--- src/design/io_support_regs_defs.vh ---
// How it works
// - support register read/write; upper half steers internal logic and the SCSI direction pin, lower half except bits 15 and 12 drives pins
// - support bits 31..28 enable port1 tx, port1 rx, port2 tx, port2 rx DMA
// - support bit 18 sets SCSI DMA direction, 0 reads memory, resets 0
// - support bit 17 enables SCSI DMA
// - support bit 16 enables Ethernet DMA
// - support bit 15 reads the manufacturing diagnostic pin level
// - support bits 14:13 disable serial drivers, bit 13 port1, reset 0
// - support bit 11 low holds serial controllers in reset, resets 0
// - support bit 10 low holds time-of-year clock in reset, resets 0
// - support bit 9 low holds SCSI controller in reset, resets 0
// - support bit 8 low holds Ethernet controller in reset, resets 0
// - status bits 31:24 and 19:16 set by DMA hardware, bits 23:20 read 0; write 0 clears, write 1 keeps
// - status bits 31:16 clear at reset
// - status bits 15:0 read-only; bits 14:4 and 2:0 follow live device levels, bits 15 and 3 read 0
// - lower status bit map of jumpers, slots, controllers, power warning, halt contacts
// - upper status bit map of port, SCSI and Ethernet DMA conditions
// - port1 tx DMA runs to a 4-Kbyte boundary, stops, sets bit 31
// - port1 tx DMA stays stopped while bit 31 set; clearing restarts it
// - port1 tx error sets bit 30, stops DMA, pointer keeps failing address
// - processor interrupt only for status bits with mask 1; mask resets 0
// - port1 rx page boundary sets bits 28 and 29, stops DMA
`ifndef IO_SUPPORT_REGS_DEFS_VH
`define IO_SUPPORT_REGS_DEFS_VH

// register addresses
`define SUPPORT_CTRL_ADDR   32'hBF840100
`define INTR_STATUS_ADDR    32'hBF840110
`define INTR_MASK_ADDR      32'hBF840120

// support register fields
`define SUP_P1_TX_EN_BIT    31
`define SUP_SCSI_DIR_BIT    18
`define SUP_SCSI_EN_BIT     17
`define SUP_ENET_EN_BIT     16
`define SUP_DIAG_BIT        15
`define SUP_DRV_DIS_LO      13
`define SUP_DRV_DIS_HI      14
`define SUP_SER_RST_BIT     11
`define SUP_TOY_RST_BIT     10
`define SUP_SCSI_RST_BIT    9
`define SUP_ENET_RST_BIT    8
`define SUP_LED_LO          0
`define SUP_LED_HI          7
`define SUP_WRITE_MASK      32'hF0076FFF
`define SUP_RESET           32'h00000000

// status register fields
`define ST_P1_BASE          31
`define ST_P2_BASE          27
`define ST_SCSI_PTR_BIT     19
`define ST_SCSI_OVR_BIT     18
`define ST_SCSI_RERR_BIT    17
`define ST_ENET_RERR_BIT    16
`define ST_UPPER_MASK       16'hFF0F
`define ST_UPPER_RESET      16'h0000
`define ST_LOWER_RESET      16'h0000
`define MASK_RESET          32'h00000000

// page geometry of the serial DMA pointers
`define PAGE_LAST           12'hFFF
`define HALF_PAGE_LAST      11'h7FF

`endif

--- src/design/dma_page_channel.v ---
`timescale 1ns/100ps
`include "io_support_regs_defs.vh"

module dma_page_channel (
    // clock and reset
    input  wire        clk_sys_i,
    input  wire        resetn_i,
    // control
    input  wire        run_i,
    input  wire        load_i,
    input  wire [31:0] load_ptr_i,
    // transfer progress
    input  wire        xfer_i,
    input  wire        err_i,
    // results
    output wire [31:0] ptr_o,
    output wire        page_end_o,
    output wire        half_page_o,
    output wire        error_o
);

    reg  [31:0] ptr_r;
    reg  [31:0] ptr_nxt;
    wire        step;

    // an error cycle does not advance, so the pointer names the failing word
    assign step        = run_i & xfer_i & ~err_i;
    assign error_o     = run_i & err_i;
    assign page_end_o  = step & (ptr_r[11:0] == `PAGE_LAST);
    assign half_page_o = step & (ptr_r[10:0] == `HALF_PAGE_LAST);
    assign ptr_o       = ptr_r;

    always @* begin
        ptr_nxt = ptr_r;
        if (load_i) begin
            ptr_nxt = load_ptr_i;
        end else if (step) begin
            ptr_nxt = ptr_r + 32'h00000001;
        end
    end

    always @(posedge clk_sys_i or negedge resetn_i) begin
        if (!resetn_i) begin
            ptr_r <= 32'h00000000;
        end else begin
            ptr_r <= ptr_nxt;
        end
    end

endmodule // dma_page_channel

--- src/design/io_support_regs.v ---
`timescale 1ns/100ps
`include "io_support_regs_defs.vh"

module io_support_regs (
    // clock and reset
    input  wire         clk_sys_i,
    input  wire         resetn_i,
    // register access from the processor
    input  wire         reg_req_i,
    input  wire         reg_wr_i,
    input  wire [31:0]  reg_addr_i,
    input  wire [31:0]  reg_wdata_i,
    output wire [31:0]  reg_rdata_o,
    output wire         reg_ack_o,
    // live device status
    input  wire         manufacturing_diag_flag_i,
    input  wire         nvr_reset_jumper_i,
    input  wire [2:0]   slot_irq_i,
    input  wire         manufacturing_mode_jumper_i,
    input  wire         scsi_irq_i,
    input  wire         enet_irq_i,
    input  wire [1:0]   serial_comm_controller_irq_i,
    input  wire         time_of_year_clock_irq_i,
    input  wire         power_supply_warning_i,
    input  wire         scsi_data_ready_i,
    input  wire         halt_button_closed_contact_i,
    input  wire         halt_button_open_contact_i,
    // serial DMA channels: 0 p1 tx, 1 p1 rx, 2 p2 tx, 3 p2 rx
    input  wire [3:0]   chan_xfer_i,
    input  wire [1:0]   chan_err_i,
    input  wire [3:0]   chan_load_i,
    input  wire [127:0] chan_load_ptr_i,
    output wire [3:0]   chan_run_o,
    output wire [127:0] chan_ptr_o,
    // SCSI and Ethernet DMA conditions
    input  wire         scsi_ptr_loaded_i,
    input  wire         scsi_overrun_i,
    input  wire         scsi_read_err_i,
    input  wire         enet_read_err_i,
    output wire         scsi_dma_run_o,
    output wire         scsi_dma_dir_o,
    output wire         enet_dma_run_o,
    // peripheral control pins
    output wire [1:0]   serial_driver_disable_o,
    output wire         serial_comm_controller_reset_n_o,
    output wire         time_of_year_clock_reset_n_o,
    output wire         scsi_reset_n_o,
    output wire         enet_reset_n_o,
    output wire [7:0]   led_o,
    // processor interrupt
    output wire         cpu_irq_o
);

    // decode used by both the read and the write path
    function addr_hit;
        input [31:0] addr;
        input [31:0] target;
        begin
            addr_hit = (addr == target);
        end
    endfunction

    reg  [31:0]  ssr_r;
    reg  [31:0]  ssr_nxt;
    reg  [15:0]  sir_up_r;
    reg  [15:0]  sir_up_nxt;
    reg  [15:0]  sir_lo_r;
    reg  [15:0]  sir_lo_nxt;
    reg  [31:0]  mask_r;
    reg  [31:0]  mask_nxt;
    reg          diag_r;
    reg  [31:0]  rdata_r;
    reg  [31:0]  rdata_nxt;
    reg          ack_r;
    reg          irq_r;
    reg  [3:0]   chan_run_r;
    reg          scsi_run_r;
    reg          enet_run_r;
    wire [3:0]   chan_run_nxt;
    wire         scsi_run_nxt;
    wire         enet_run_nxt;
    wire         irq_nxt;
    wire         hit_ssr;
    wire         hit_sir;
    wire         hit_mask;
    wire         wr_ssr;
    wire         wr_sir;
    wire         wr_mask;
    wire [15:0]  dma_set;
    wire [15:0]  dma_clr;
    wire [3:0]   page_end;
    wire [3:0]   half_page;
    wire [3:0]   chan_error;

    assign hit_ssr  = addr_hit(reg_addr_i, `SUPPORT_CTRL_ADDR);
    assign hit_sir  = addr_hit(reg_addr_i, `INTR_STATUS_ADDR);
    assign hit_mask = addr_hit(reg_addr_i, `INTR_MASK_ADDR);
    assign wr_ssr   = reg_req_i & reg_wr_i & hit_ssr;
    assign wr_sir   = reg_req_i & reg_wr_i & hit_sir;
    assign wr_mask  = reg_req_i & reg_wr_i & hit_mask;

    // support register: bit 15 and reserved bits are not stored
    always @* begin
        ssr_nxt = ssr_r;
        if (wr_ssr) begin
            ssr_nxt = reg_wdata_i & `SUP_WRITE_MASK;
        end
    end

    // write zero to clear; a condition arriving with the clear still sets
    assign dma_clr = wr_sir ? (~reg_wdata_i[31:16] & `ST_UPPER_MASK) : 16'h0000;

    always @* begin
        sir_up_nxt = ((sir_up_r & ~dma_clr) | dma_set) & `ST_UPPER_MASK;
    end

    // live device levels, one flop deep; reset value is only transient
    always @* begin
        sir_lo_nxt = 16'h0000;
        sir_lo_nxt[14] = nvr_reset_jumper_i;
        sir_lo_nxt[13:11] = slot_irq_i;
        sir_lo_nxt[10] = manufacturing_mode_jumper_i;
        sir_lo_nxt[9] = scsi_irq_i;
        sir_lo_nxt[8] = enet_irq_i;
        sir_lo_nxt[7] = serial_comm_controller_irq_i[1];
        sir_lo_nxt[6] = serial_comm_controller_irq_i[0];
        sir_lo_nxt[5] = time_of_year_clock_irq_i;
        sir_lo_nxt[4] = power_supply_warning_i;
        sir_lo_nxt[2] = scsi_data_ready_i;
        sir_lo_nxt[1] = halt_button_closed_contact_i;
        sir_lo_nxt[0] = halt_button_open_contact_i;
    end

    always @* begin
        mask_nxt = mask_r;
        if (wr_mask) begin
            mask_nxt = reg_wdata_i;
        end
    end

    // mask only gates the interrupt, never the readback
    assign irq_nxt = |({sir_up_nxt, sir_lo_nxt} & mask_nxt);

    // SCSI and Ethernet conditions come from their own engines
    assign dma_set[`ST_SCSI_PTR_BIT - 16]  = scsi_ptr_loaded_i;
    assign dma_set[`ST_SCSI_OVR_BIT - 16]  = scsi_overrun_i;
    assign dma_set[`ST_SCSI_RERR_BIT - 16] = scsi_read_err_i;
    assign dma_set[`ST_ENET_RERR_BIT - 16] = enet_read_err_i;
    assign dma_set[7:4] = 4'h0;

    // an overrun or read error halts the SCSI DMA until cleared
    assign scsi_run_nxt = ssr_nxt[`SUP_SCSI_EN_BIT]
                        & ~sir_up_nxt[`ST_SCSI_OVR_BIT - 16]
                        & ~sir_up_nxt[`ST_SCSI_RERR_BIT - 16];
    assign enet_run_nxt = ssr_nxt[`SUP_ENET_EN_BIT]
                        & ~sir_up_nxt[`ST_ENET_RERR_BIT - 16];

    // serial DMA channels, two per port
    genvar i;
    generate
        for (i = 0; i < 4; i = i + 1) begin : g_chan
            localparam integer BASE = (i < 2) ? `ST_P1_BASE : `ST_P2_BASE;
            localparam integer UB   = BASE - 16;

            wire err_in;

            if ((i % 2) == 0) begin : g_tx
                assign err_in = chan_err_i[i / 2];
                assign dma_set[UB]     = page_end[i];
                assign dma_set[UB - 1] = chan_error[i];
                // run stops while page end or error is pending
                assign chan_run_nxt[i] = ssr_nxt[`SUP_P1_TX_EN_BIT - i]
                                       & ~sir_up_nxt[UB]
                                       & ~sir_up_nxt[UB - 1];
            end else begin : g_rx
                assign err_in = 1'b0;
                // a full page also marks the half page
                assign dma_set[UB - 2] = half_page[i] | page_end[i];
                assign dma_set[UB - 3] = page_end[i];
                assign chan_run_nxt[i] = ssr_nxt[`SUP_P1_TX_EN_BIT - i]
                                       & ~sir_up_nxt[UB - 3];
            end

            dma_page_channel u_chan (
                .clk_sys_i   (clk_sys_i),
                .resetn_i    (resetn_i),
                .run_i       (chan_run_r[i]),
                .load_i      (chan_load_i[i]),
                .load_ptr_i  (chan_load_ptr_i[i*32 +: 32]),
                .xfer_i      (chan_xfer_i[i]),
                .err_i       (err_in),
                .ptr_o       (chan_ptr_o[i*32 +: 32]),
                .page_end_o  (page_end[i]),
                .half_page_o (half_page[i]),
                .error_o     (chan_error[i])
            );
        end
    endgenerate

    // read mux; unmapped addresses answer zero
    always @* begin
        rdata_nxt = 32'h00000000;
        if (hit_ssr) begin
            rdata_nxt = ssr_r & `SUP_WRITE_MASK;
            rdata_nxt[`SUP_DIAG_BIT] = diag_r;
        end else if (hit_sir) begin
            rdata_nxt = {sir_up_r, sir_lo_r};
        end else if (hit_mask) begin
            rdata_nxt = mask_r;
        end
    end

    always @(posedge clk_sys_i or negedge resetn_i) begin
        if (!resetn_i) begin
            ssr_r      <= `SUP_RESET;
            sir_up_r   <= `ST_UPPER_RESET;
            sir_lo_r   <= `ST_LOWER_RESET;
            mask_r     <= `MASK_RESET;
            diag_r     <= 1'b0;
            rdata_r    <= 32'h00000000;
            ack_r      <= 1'b0;
            irq_r      <= 1'b0;
            chan_run_r <= 4'h0;
            scsi_run_r <= 1'b0;
            enet_run_r <= 1'b0;
        end else begin
            ssr_r      <= ssr_nxt;
            sir_up_r   <= sir_up_nxt;
            sir_lo_r   <= sir_lo_nxt;
            mask_r     <= mask_nxt;
            diag_r     <= manufacturing_diag_flag_i;
            rdata_r    <= (reg_req_i & ~reg_wr_i) ? rdata_nxt : 32'h00000000;
            ack_r      <= reg_req_i;
            irq_r      <= irq_nxt;
            chan_run_r <= chan_run_nxt;
            scsi_run_r <= scsi_run_nxt;
            enet_run_r <= enet_run_nxt;
        end
    end

    assign reg_rdata_o    = rdata_r;
    assign reg_ack_o      = ack_r;
    assign cpu_irq_o      = irq_r;
    assign chan_run_o     = chan_run_r;
    assign scsi_dma_run_o = scsi_run_r;
    assign enet_dma_run_o = enet_run_r;

    // pins below are plain copies of stored support bits
    assign scsi_dma_dir_o                   = ssr_r[`SUP_SCSI_DIR_BIT];
    assign serial_driver_disable_o          = ssr_r[`SUP_DRV_DIS_HI:`SUP_DRV_DIS_LO];
    assign serial_comm_controller_reset_n_o = ssr_r[`SUP_SER_RST_BIT];
    assign time_of_year_clock_reset_n_o     = ssr_r[`SUP_TOY_RST_BIT];
    assign scsi_reset_n_o                   = ssr_r[`SUP_SCSI_RST_BIT];
    assign enet_reset_n_o                   = ssr_r[`SUP_ENET_RST_BIT];
    assign led_o                            = ssr_r[`SUP_LED_HI:`SUP_LED_LO];

endmodule // io_support_regs

--- config.mk ---
export PLATFORM = sky130hd
export DESIGN_NAME = io_support_regs
export DESIGN_NICKNAME = d
export VERILOG_FILES = /design/src/design/dma_page_channel.v /design/src/design/io_support_regs.v
export VERILOG_INCLUDE_DIRS = /design/src /design/src/design
export SDC_FILE = /design/constraint.sdc
export NUM_CORES = 1
export LEC_CHECK = 0
export ABC_CLOCK_PERIOD_IN_PS = 3400
export BUFFER_PORTS_ARGS = -buffer_cell sky130_fd_sc_hd__buf_2
export CORE_ASPECT_RATIO = 0.75
export CORE_MARGIN = 4
export CORE_UTILIZATION = 51
export CTS_CLUSTER_SIZE = 28
export DETAILED_ROUTE_END_ITERATION = 8
export PLACE_DENSITY = 0.81
export SLEW_MARGIN = 20
export SYNTH_ARGS = -nofsm -noshare
export SYNTH_HDL_FRONTEND = slang
export SYNTH_SLANG_ARGS = --single-unit
--- constraint.sdc ---
create_clock -name clk_sys_i -period 3.4 [get_ports clk_sys_i]
set_input_delay 0.51 -clock clk_sys_i [delete_from_list [all_inputs] [get_ports clk_sys_i]]
set_output_delay 0.51 -clock clk_sys_i [all_outputs]
set_load 0.05 [all_outputs]
Word-level counts from Yosys, hierarchy flattened:

Cells that the tools add are included.

* output and inout port bits: 183
* bits of input ports: 225
* bits in registers: 248

* bitwise gates (word level): 47
* multiplexer cells: 15
* reduce and logical (&&, ||, !) cells: 5
* add/subtract/negate cells: 4
* equality and inequality tests: 9

Operator list (number)
* $mux W32: 14
* $add A32 B1 Y32 const B: 4
* $eq A32 B32 Y1 const B: 3
* $eq A12 B12 Y1 const B: 4
* $and A32 B32 Y32: 1
* $not A16 Y16: 2
* $reduce_or A32 Y1: 1
* $and A1 B1 Y1: 28
* $eq A11 B11 Y1 const B: 2
* $and A16 B16 Y16: 1
* $mux W16: 1
* $or A16 B16 Y16: 1
* $not A1 Y1: 12
* $reduce_bool A2 Y1: 4
* $or A1 B1 Y1: 2

Longest topological paths before layout:

Gate-level depths: netlist of run 1.

* depth in word-level cells: 9
* depth in mapped cells: 9
* depth with buffers taken out: 8

By module:

Synthesis of run 1 repeated with hierarchy kept, for this count alone.

* cell total of the unflattened synthesis: 1314
* area, all modules: 12624.6 um^2

By module, submodules not included
* dma_page_channel: cells each 220, seq. area each 800.8 um^2, times used 4, area an instance 1911.8 um^2
* io_support_regs: cells each 434, seq. area each 3002.9 um^2, times used 1, area an instance 4977.3 um^2

Worst setup path after synthesis of run 1:

OpenSTA, ideal clock, no wires.

* kind: input port to flip-flop
* from: in reg_addr_i[11]
* to: reg irq_r, in the netlist cpu_irq_o
* slack: 0.650 ns
* stages: 8
* arrival time: 2.605 ns
* path buffers: 1
* data required time: 3.255 ns
* path through: nor4b_4 > nand4_2 > nor4_2 > buf_4 > mux2_2 > a2111o_1 > nor4_1 > nand4_1

* elaborated cells on any way between the ends: 11
* those cells by class: eq/ne: 2; mux: 2; bitwise: 6; reduce/logical: 1

RTL lines
* from (decl): RTL line io_support_regs.v:11 `input wire [31:0] reg_addr_i,`
* $eq A32 B32 Y1: RTL line io_support_regs.v:59 `addr_hit = (addr == target);`
* $and A1 B1 Y1: RTL line io_support_regs.v:100 `assign wr_mask = reg_req_i & reg_wr_i & hit_mask;`
* $mux W32: RTL line io_support_regs.v:136 `if (wr_mask) begin`
* net mask_nxt[2]: RTL line io_support_regs.v:70 `reg [31:0] mask_nxt;`
* $and A32 B32 Y32: RTL line io_support_regs.v:142 `assign irq_nxt = |({sir_up_nxt, sir_lo_nxt} & mask_nxt);`
* $reduce_or A32 Y1: RTL line io_support_regs.v:142
* net irq_nxt: RTL line io_support_regs.v:82 `wire irq_nxt;`
* to (signal assigned): RTL line io_support_regs.v:234 `irq_r <= irq_nxt;`
* to (decl): RTL line io_support_regs.v:75 `reg irq_r;`

The timed path passes the listed nets, and every way through them passes these cells.
A chain may end at the register's enable or synchronous reset.

Worst setup path after layout of run 1:

* from: in reg_addr_i[17]
* to: reg irq_r, in the netlist cpu_irq_o

The elaborated chain is that of the path after synthesis.

==> impl_metrics.py, run 1 <==
metrics = {
    "outcome": {
        "run_status": "complete, but fails checks",
        "failed_checks": "negative hold slack",
    },
    "layout": {
        "layout-drive-gt1-share_pct": 31.6,
        "design_area_um2": 14900,
        "multiInputGateArea_um2": 5230,
        "fin_nets": 1803,
        "layout_common_cells": "buf_2, nand2_1, dfrtp_1, o21ai_0, xor2_1",
        "layout_commonest_cell": "buf_2",
        "area.sequential_um2": 6210,
        "fillCellCount": 1799,
        "area_growth_pct": 26.3,
        "utilization_pct": 66.7,
    },
    "yosys": {
        "ys_seq_elements": 248,
        "synth_compound_gate_area_share_pct": 11.1,
        "synth_simple_gate_area_share_pct": 20.6,
        "syn-cell-area_um2": 11800,
        "synth_top_family_by_area": "simple AND/OR/NAND/NOR gates",
        "avgSynthCellArea_um2": 9.89,
        "yosysTopAreaCell": "dfrtp_1",
        "synth_top_cell_area_share_pct": 52.5,
        "syn_nets": 1425,
        "synth_xor_area_share_pct": 9.11,
        "synth_edf_count": 0,
        "yosys-top-cells-area": "dfrtp_1, nand2_1, xor2_1, o21ai_0, xnor2_1",
        "synthMuxAreaShare_pct": 2.79,
        "ys_async_sr_fraction_pct": 100,
        "yosys_most_used_dff": "dfrtp_1",
        "synth_cell_types": 59,
        "synthCells": 1196,
        "synthAdderAreaFrac_pct": 0.423,
        "yosysSeqAreaShare_pct": 52.5,
        "yosysWarnings": 0,
    },
    "power": {
        "irDropWorstVdd_mv": 0.336,
        "fin_total_pwr_mw": 7.38,
        "leakagePower_nw": 7.26,
        "powerDensity_nw_per_um2": 494,
    },
    "setup_path": {
        "crit_arrival_ns": 3.24,
        "setup.worst_path.end_class": "register",
        "path_buf_inv": 1,
        "cp-start-kind": "input port",
        "critPathMaxFanout": 6,
        "crit_chain": "buf_2 > nor4b_4 > nand4_2 > nor4_4 > mux2_2 > a2111o_1 > nor4_1 > nand4_1",
        "crit_required_ns": 3.77,
        "slowest_delay_ns": 0.62,
        "crit_type": "in -> reg",
        "cp_slowest_cell": "nor4_4",
        "cp_top_family": "simple AND/OR/NAND/NOR gates",
    },
    "clock_network": {
        "cts_tree": "yes",
        "htreeDepth": 1,
        "cts.reportedPaths.clkPinSlew_ns": 0.06,
        "cts_hold_buf": 0,
        "postCtsSetupRepairBufs": 0,
        "cts-root-buf": "clkbuf_16",
        "cts_buffer_depth": 3,
        "cts_buffers": 26,
        "clock_sinks": 248,
        "post_cts_resized": 0,
        "clock_latency_ns": 0.53,
    },
    "global_routing": {
        "grt_pass1_wl_um": 55900,
        "grt_max_degree": 87,
        "grt_overflow": 0,
        "track_usage_pct": 26.6,
        "antenna_found_initial": 3,
        "grt_pass1_vias": 10360,
    },
    "drt": {
        "dr.pass1.iters": 6,
        "wl_per_cell_um": 18.9,
        "wl_um": 35800,
        "drtIter0Drc": 945,
        "avgViaCountPerCell": 5.60,
        "antenna_left": 0,
        "drc": 0,
        "vias": 10587,
    },
    "floorplan": {
        "core.rowCount": 47,
        "start_util_pct": 52.8,
        "coreArea_um2": 22400,
        "die_x_um": 184,
        "die_y_um": 140,
        "io_pins": 408,
        "die_area_um2": 25700,
    },
    "sta": {
        "fin_ws_ns": 0.533,
        "setup_viol": 0,
        "drv_slew": 0,
        "fmax_mhz": 349,
        "worst_pin_slew_ns": 0.950,
        "maxSlewHeadroom_pct": 36.6,
        "holdWs_ns": -0.0136,
        "fin_crit_sh_pct": 84.3,
        "finClkSkew_ns": 0.0150,
        "period_minus_slack_ns": 2.87,
        "setup_tns_ns": 0,
        "rsz0062_at_grt": "no",
        "hold_viol": 15,
    },
    "placed_design": {
        "port_buffers": 407,
        "place_ws_ns": 0.0789,
        "dpl.hpwl_um": 26900,
        "post_dp_cell_area_um2": 14100,
        "place_congestion": 0.892,
    },
    "run": {
        "cap_viol_max_count": 0,
    },
    "worst_hold_path": {
        "hold_class": "in -> async",
    },
}
Yosys cell counts, types with 3 or more instances:
library cell / instances
a2111o_1: 3
a21boi_0: 8
a21boi_1: 4
a21oi_1: 6
a222oi_1: 21
a22oi_1: 6
and2_1: 9
and3_1: 26
and4_1: 13
buf_2: 9
buf_4: 18
buf_6: 3
clkbuf_1: 41
dfrtp_1: 248
ha_1: 4
inv_1: 13
mux2_2: 23
mux2i_1: 6
nand2_1: 250
nand2b_1: 10
nand3_1: 43
nand4_1: 38
nor2_1: 63
nor2b_1: 6
nor3_1: 11
nor3b_1: 3
nor4_2: 3
nor4b_4: 3
o21ai_0: 134
o21ai_1: 6
o22ai_1: 3
o31ai_1: 7
xnor2_1: 46
xor2_1: 77
cell type report:
cell class / instances / area share (%)
clock inverter: 8 / 0.938
sequential: 248 / 41.6
antenna: 4 / 0.0670
clock buffer: 37 / 4.91
timing repair buffer: 421 / 14.7
inverter: 13 / 0.327
tap: 294 / 2.46
multi-input combinational: 864 / 35.0
where the power goes:
group	total, mW	leakage [nW]	internal (mW)	switching (mW)
logic	1.16	3.67	0.324	0.836
registers	3.28	3.16	3.10	0.178
clock network	2.95	0.429	1.79	1.15
registers in the layout (all words and copies together), names as in the netlist:
register             flops
diag_r                   1
sir_up_r                12
mask_r                  32
reg_ack_o                1
ssr_r                   21
chan_run_o               4
enet_dma_run_o           1
sir_lo_r                14
reg_rdata_o             32
cpu_irq_o                1
scsi_dma_run_o           1
g_chan.u_chan.ptr_o    128
logic make-up after synthesis:
family / count (synthesis)
compound gates: 211
xor+xnor: 123
fa+ha+maj: 4
buf+inv: 84
flops: 248
mux: 30
simple gates: 496
metal layers:
metal	GRT usage, %	share of wire (%)	vias to the layer above
met3	6.10	9.0	82
met5	0	0.036	-
met1	36.6	41	5128
met4	8.40	3.2	2
met2	42.4	46	471
li1	-	-	4904
worst paths after layout:
| path | from | endpoint | slack, ns | cells past startpoint |
|---|---|---|---|---|
| worst max-delay path | reg_addr_i[17] | cpu_irq_o | 0.53 | 8 |
| worst min-delay path | resetn_i | reg_rdata_o[11] | -0.01 | 1 |
| worst max register to register | g_chan[2].u_chan.ptr_o[5] | g_chan[2].u_chan.ptr_o[30] | 0.82 | 7 |
| worst min register to register | mask_r[23] | reg_rdata_o[23] | 0.48 | 2 |
| max in group asynchronous | resetn_i | g_chan[1].u_chan.ptr_o[2] | 2.52 | 2 |
| min in group clk_sys_i | enet_irq_i | sir_lo_r[8] | 0.11 | 1 |
metrics by stage:
| stage | instances | hold WS (ns) |
|---|---|---|
| 2_1_floorplan | 1196 | 0.214 |
| 3_3_place_gp | 1840 | 0.475 |
| 3_5_place_dp | 1840 | 0.475 |
| 4_1_cts | 1885 | 0.00425 |
| 5_1_grt | 1887 | 0.0334 |
| 6_report | 1889 | -0.0136 |
worst register-to-register path, cell delays in order (launching register included):
cell and delay [ns]:
dfrtp_1 0.41, and3_1 0.27, nand4_1 0.25, nor4_2 0.51, and3_1 0.41, nand4_1 0.20
xnor2_1 0.16, mux2_2 0.26
(Power assumes the default switching activity.)
==> run 2: changes to the inputs <==
--- a/config.mk
+++ b/config.mk
@@ -6,14 +6,14 @@
 export SDC_FILE = /design/constraint.sdc
 export NUM_CORES = 1
 export LEC_CHECK = 0
-export ABC_CLOCK_PERIOD_IN_PS = 3400
+export ABC_CLOCK_PERIOD_IN_PS = 2400
 export BUFFER_PORTS_ARGS = -buffer_cell sky130_fd_sc_hd__buf_2
 export CORE_ASPECT_RATIO = 0.75
 export CORE_MARGIN = 4
-export CORE_UTILIZATION = 51
+export CORE_UTILIZATION = 46
 export CTS_CLUSTER_SIZE = 28
 export DETAILED_ROUTE_END_ITERATION = 8
-export PLACE_DENSITY = 0.81
+export PLACE_DENSITY = 0.77
 export SLEW_MARGIN = 20
 export SYNTH_ARGS = -nofsm -noshare
 export SYNTH_HDL_FRONTEND = slang
==> constraint.sdc (replaced) <==
create_clock -name clk_sys_i -period 2.4 [get_ports clk_sys_i]
set_input_delay 0.36 -clock clk_sys_i [delete_from_list [all_inputs] [get_ports clk_sys_i]]
set_output_delay 0.36 -clock clk_sys_i [all_outputs]
set_load 0.05 [all_outputs]
==> run 2 against run 1 <==
The flow now finishes without violations. Combinational power rose by 47%. Critical path depth up 2. Non-clock buffer count up 78. Clock power is 37% higher. Die area increased by 10%. Flip-flop and latch count unchanged. Cell count up 6.5%. Routed wire length increased by 3.9%. Via count increased by 1.1%. Utilization fell by 4.2 points. Design area is 5.2% higher.
==> impl_metrics.py, run 2 (synthesis gave the netlist of run 1 again) <==
metrics = {
    "outcome": {
        "run_status": "finished clean",
    },
    "drt": {
        "dr.pass1.iters": 9,
        "drc": 0,
        "avgViaCountPerCell": 5.32,
        "routed-wl-met3_um": 2750,
        "antenna_left": 0,
        "wl_per_cell_um": 18.5,
        "wl_um": 37100,
        "vias": 10699,
        "drtIter0Drc": 687,
        "met2_length_um": 17100,
        "top_layer": "met5",
        "wl_met1_um": 16200,
    },
    "layout": {
        "fin_nets": 1880,
        "fillCellCount": 2114,
        "design_area_um2": 15700,
        "largest_reg_flops": 128,
        "layout-drive-gt1-share_pct": 34.6,
        "utilization_pct": 62.4,
        "layout_common_cells": "buf_2, nand2_1, dfrtp_1, o21ai_0, xor2_1",
        "layout_commonest_cell": "buf_2",
        "area_growth_pct": 32.8,
    },
    "placed_design": {
        "dpl.hpwl_um": 28100,
        "post_dp_cell_area_um2": 14600,
        "place_ws_ns": -0.456,
        "place_congestion": 0.915,
        "port_buffers": 407,
    },
    "setup_path": {
        "critPathMaxFanout": 6,
        "crit_chain": "buf_2 > nor4_4 > nand4_2 > nor4_4 > buf_6 > buf_6 > mux2_4 > a2111o_1 > nor4_4 > nand4_1",
        "cp_common_cell": "nor4_4",
        "crit_type": "in -> reg",
        "cp-start-kind": "input port",
        "cp_slowest_cell": "a2111o_1",
        "crit_arrival_ns": 2.72,
        "slowest_delay_ns": 0.45,
        "crit_required_ns": 2.79,
        "setup.worst_path.end_class": "register",
        "worstRegToRegCells": 9,
    },
    "global_routing": {
        "grt_max_degree": 65,
        "grt_overflow": 0,
        "grt_pass1_vias": 10632,
        "antenna_found_initial": 7,
        "grt_pass1_wl_um": 58000,
        "track_usage_pct": 25.2,
    },
    "sta": {
        "period_minus_slack_ns": 2.33,
        "setup_viol": 0,
        "finClkSkew_ns": 0.0168,
        "fmax_mhz": 430,
        "maxSlewHeadroom_pct": 39.9,
        "hold_viol": 0,
        "fin_ws_ns": 0.0742,
        "holdWs_ns": 0.0108,
        "rsz0062_at_grt": "yes",
        "drv_slew": 0,
        "setup_tns_ns": 0,
        "fin_crit_sh_pct": 96.9,
        "worst_pin_slew_ns": 0.902,
    },
    "clock_network": {
        "cts-root-buf": "clkbuf_16",
        "clock_latency_ns": 0.53,
        "cts_buffer_depth": 3,
        "htreeDepth": 1,
        "cts_buffers": 25,
        "cts.reportedPaths.clkPinSlew_ns": 0.06,
        "clock_sinks": 248,
        "cts_tree": "yes",
    },
    "floorplan": {
        "coreArea_um2": 25100,
        "die_area_um2": 28400,
        "start_util_pct": 47.0,
        "die_x_um": 193,
        "io_pins": 408,
        "die_y_um": 147,
        "core.rowCount": 50,
    },
    "worst_hold_path": {
        "hold_depth": 1,
        "hold_class": "in -> reg",
    },
    "power": {
        "powerDensity_nw_per_um2": 660,
        "irDropWorstVdd_mv": 0.494,
        "leakagePower_nw": 7.65,
    },
    "run": {
        "cap_viol_max_count": 0,
    },
}
==> run 2: cell count changes in the layout (fill, tap and decap cells not counted), sizes merged <==
cell / previous run / this run
dlygate4sd3: 0 / 15
clkinv: 4 / 7
inv: 13 / 14
clkbuf: 37 / 35
bufinv: 4 / 3
buf: 421 / 484
==> run 2: final timing paths <==
path	start	endpoint	slack, ns
max	reg_addr_i[15]	cpu_irq_o	0.07
min	halt_button_closed_contact_i	sir_lo_r[1]	0.01
max reg2reg	g_chan[0].u_chan.ptr_o[0]	cpu_irq_o	0.22
min reg2reg	mask_r[22]	reg_rdata_o[22]	0.49
max in group asynchronous	resetn_i	g_chan[3].u_chan.ptr_o[19]	1.29
min in group asynchronous	resetn_i	g_chan[1].u_chan.ptr_o[27]	0.35
==> run 2: stage by stage <==
step	total power, mW	cells
finish	10.4	2012
global route	10.8	2012
CTS	10.4	2005
detailed placement	6.38	1944
global placement	6.35	1944
floorplan	5.70	1196
==> run 2: worst max-delay path, delay by kind of cell <==
kind / cells / cell delay [ns]
and+or+nand+nor: 5 / 1.22
muxes: 1 / 0.29
AOI/OAI and AO/OA: 1 / 0.45
buffers and inverters: 3 / 0.39
==> run 2: cell type report <==
class / count / area, um^2 / share of cell area [%]
well taps: 338 / 423 / 2.69
flip-flops and latches: 248 / 6210 / 39.6
diodes: 4 / 10.0 / 0.0637
clock buffers: 35 / 703 / 4.48
inverters: 13 / 48.8 / 0.311
repair buffers: 499 / 2890 / 18.4
clock inverters: 11 / 138 / 0.876
multi-input cells: 864 / 5280 / 33.6
==> run 2: metal layers <==
layer	GRT usage, %	vias to the layer above
li1	-	5059
met3	4.82	73
met2	39.6	436
met1	36.0	5125
met4	6.94	6
met5	0	-
==> run 2: where the power goes <==
part	switching, mW	internal, mW	total (mW)
combinational	1.20	0.501	1.70
clock	1.66	2.37	4.03
sequential	0.252	4.39	4.64
total	3.11	7.26	10.4
==> run 2: what timing repair did <==
item | in CTS | in global routing
gates resized for setup | 0 | 15
setup endpoints to repair | 0 | 13
hold endpoints to repair | 69 | 0
setup buffers | 0 | 3
hold buffers | 15 | 0
==> run 3: changes to the inputs <==
--- a/config.mk
+++ b/config.mk
@@ -6,14 +6,14 @@
 export SDC_FILE = /design/constraint.sdc
 export NUM_CORES = 1
 export LEC_CHECK = 0
-export ABC_CLOCK_PERIOD_IN_PS = 2400
+export ABC_CLOCK_PERIOD_IN_PS = 2300
 export BUFFER_PORTS_ARGS = -buffer_cell sky130_fd_sc_hd__buf_2
 export CORE_ASPECT_RATIO = 0.75
 export CORE_MARGIN = 4
-export CORE_UTILIZATION = 46
+export CORE_UTILIZATION = 51
 export CTS_CLUSTER_SIZE = 28
 export DETAILED_ROUTE_END_ITERATION = 8
-export PLACE_DENSITY = 0.77
+export PLACE_DENSITY = 0.81
 export SLEW_MARGIN = 20
 export SYNTH_ARGS = -nofsm -noshare
 export SYNTH_HDL_FRONTEND = slang
==> constraint.sdc (replaced) <==
create_clock -name clk_sys_i -period 2.3 [get_ports clk_sys_i]
set_input_delay 0.345 -clock clk_sys_i [delete_from_list [all_inputs] [get_ports clk_sys_i]]
set_output_delay 0.345 -clock clk_sys_i [all_outputs]
set_load 0.05 [all_outputs]
==> run 3 against run 2 <==
Clock skew down 0.00079 ns. Count of clock-buffer cells in the layout shrank 2. Via count grew 2.7%. Global-route usage grew 2.7 points. Highest routed layer unchanged. Register-to-register slack got worse by 0.04 ns. Combinational power grew 4%. Sequential share of layout area up 0.23 points. Routed wire length up 0.42%. Critical path depth unchanged. Sequential power up 4%.
==> impl_metrics.py, run 3 (synthesis gave the netlist of run 1 again) <==
metrics = {
    "run": {
        "cap_viol_max_count": 0,
    },
    "layout": {
        "layout-drive-gt1-share_pct": 34.9,
        "layout_commonest_cell": "buf_2",
        "largest_reg_flops": 128,
        "fin_nets": 1888,
        "instances_no_fill": 1977,
        "area_growth_pct": 32.2,
        "layout_common_cells": "buf_2, nand2_1, dfrtp_1, o21ai_0",
        "fillCellCount": 1699,
        "design_area_um2": 15600,
    },
    "clock_network": {
        "htreeDepth": 1,
        "cts_buffers": 25,
        "cts.reportedPaths.clkPinSlew_ns": 0.07,
        "cts-root-buf": "clkbuf_16",
        "cts_buffer_depth": 3,
        "cts_tree": "yes",
        "clock_sinks": 248,
        "clock_latency_ns": 0.52,
    },
    "drt": {
        "wl_um": 37300,
        "avgViaCountPerCell": 5.56,
        "wl_per_cell_um": 18.9,
        "drc": 0,
        "antenna_left": 0,
        "dr.pass1.iters": 6,
        "vias": 10993,
        "drtIter0Drc": 873,
    },
    "global_routing": {
        "grt_overflow": 0,
        "grt_pass1_wl_um": 58400,
        "track_usage_pct": 28.0,
        "grt_max_degree": 78,
        "antenna_found_initial": 10,
        "grt_pass1_vias": 11035,
    },
    "floorplan": {
        "die_y_um": 140,
        "start_util_pct": 52.8,
        "die_x_um": 184,
        "coreArea_um2": 22400,
        "die_area_um2": 25700,
        "core.rowCount": 47,
        "io_pins": 408,
    },
    "sta": {
        "fin_ws_ns": 0.0636,
        "worst_pin_slew_ns": 0.672,
        "period_minus_slack_ns": 2.24,
        "drv_slew": 0,
        "fmax_mhz": 447,
        "maxSlewHeadroom_pct": 55.1,
        "finClkSkew_ns": 0.0160,
        "holdWs_ns": 0.0206,
        "setup_viol": 0,
        "fin_crit_sh_pct": 97.2,
        "rsz0062_at_grt": "yes",
        "hold_viol": 0,
    },
    "setup_path": {
        "crit_arrival_ns": 2.63,
        "setup.worst_path.end_class": "register",
        "crit_type": "in -> reg",
        "critPathMaxFanout": 4,
        "crit_required_ns": 2.69,
        "cp-start-kind": "input port",
        "worstRegToRegCells": 8,
    },
    "placed_design": {
        "dp_cells": 1908,
        "place_congestion": 0.972,
        "port_buffers": 407,
        "place_ws_ns": -0.551,
        "dpl.hpwl_um": 28200,
        "post_dp_cell_area_um2": 14600,
    },
    "power": {
        "power.switching_mw": 3.21,
        "fin_total_pwr_mw": 10.6,
        "switching_share_pct": 30.2,
        "p_comb_share_pct": 16.7,
        "powerDensity_nw_per_um2": 680,
        "p_int_mw": 7.42,
        "p_seq_share_pct": 45.5,
        "pwr-share-clk_pct": 37.8,
        "irDropWorstVdd_mv": 0.477,
        "leakagePower_nw": 7.63,
    },
    "worst_hold_path": {
        "hold_depth": 3,
        "hold_class": "in -> reg",
    },
    "outcome": {
        "run_status": "finished clean",
    },
}
==> run 3: changes by cell type in the layout (fill, tap and decap cells not counted), sizes merged <==
cell | previous run | this run
clkinv | 7 | 4
diode | 4 | 9
dlygate4sd3 | 15 | 16
bufinv | 3 | 2
buf | 484 | 491
clkinvlp | 0 | 2
clkbuf | 35 | 33
==> run 3: layer usage <==
metal,track usage (%),vias to the layer above,share of wire (%)
met5,0,-,0.080
met1,38.5,5253,40
li1,-,5072,-
met2,44.0,563,47
met4,9.33,4,3.6
met3,6.44,101,9.4
==> run 3: area by class of cell <==
cell class	instances	area [um^2]	area share [%]
Timing Repair Buffer	507	2920	18.7
Inverter	13	48.8	0.312
Clock buffer	33	686	4.39
Multi-Input combinational cell	864	5260	33.7
Tap cell	294	368	2.35
Antenna cell	9	22.5	0.144
Clock inverter	9	104	0.665
Sequential cell	248	6220	39.8
==> run 3: worst max-delay path, cell delays in order <==
cell and delay [ns]:
buf_6 0.10, nor4b_4 0.34, nand4_4 0.18, nor4_4 0.28, buf_4 0.20, buf_6 0.12
mux2_4 0.30, a2111o_1 0.41, nor4_2 0.27, nand4_1 0.10
==> run 3: path summary, 6_finish.rpt <==
kind                                                 from                    endpoint  slack, ns
worst max-delay path                       reg_addr_i[19]                   cpu_irq_o       0.06
worst min-delay path                  chan_load_ptr_i[57]  g_chan[1].u_chan.ptr_o[25]       0.02
worst max register to register  g_chan[2].u_chan.ptr_o[5]  g_chan[2].u_chan.ptr_o[30]       0.18
worst min register to register                 mask_r[23]             reg_rdata_o[23]       0.47
max in group asynchronous                        resetn_i   g_chan[3].u_chan.ptr_o[2]       1.28
min in group asynchronous                        resetn_i  g_chan[2].u_chan.ptr_o[23]       0.29
==> run 3: power by group through the flow <==
stage | registers, mW | clock network, mW | logic (mW)
3_5_place_dp | 4.91 | 0 | 1.75
5_1_grt | 4.87 | 4.26 | 1.90
2_1_floorplan | 5.58 | 0 | 0.363
3_3_place_gp | 4.90 | 0 | 1.73
6_report | 4.84 | 4.02 | 1.77
4_1_cts | 4.83 | 4.06 | 1.78
==> run 3: repair_timing <==
action,in CTS,in global routing
endpoints found under the setup margin,1,1
hold endpoints to repair,45,0
hold buffers,16,0
setup buffers,1,1
pin swaps,1,9
resized for setup,0,8
==> run 3: per-stage QoR <==
step | util (%) | TNS (ns)
floorplan | - | -0.117
global route | 69.7 | -0.0912
CTS | 69.5 | 0
finish | 69.7 | 0
detailed placement | 65.2 | -4.30
global placement | 65.2 | -3.26
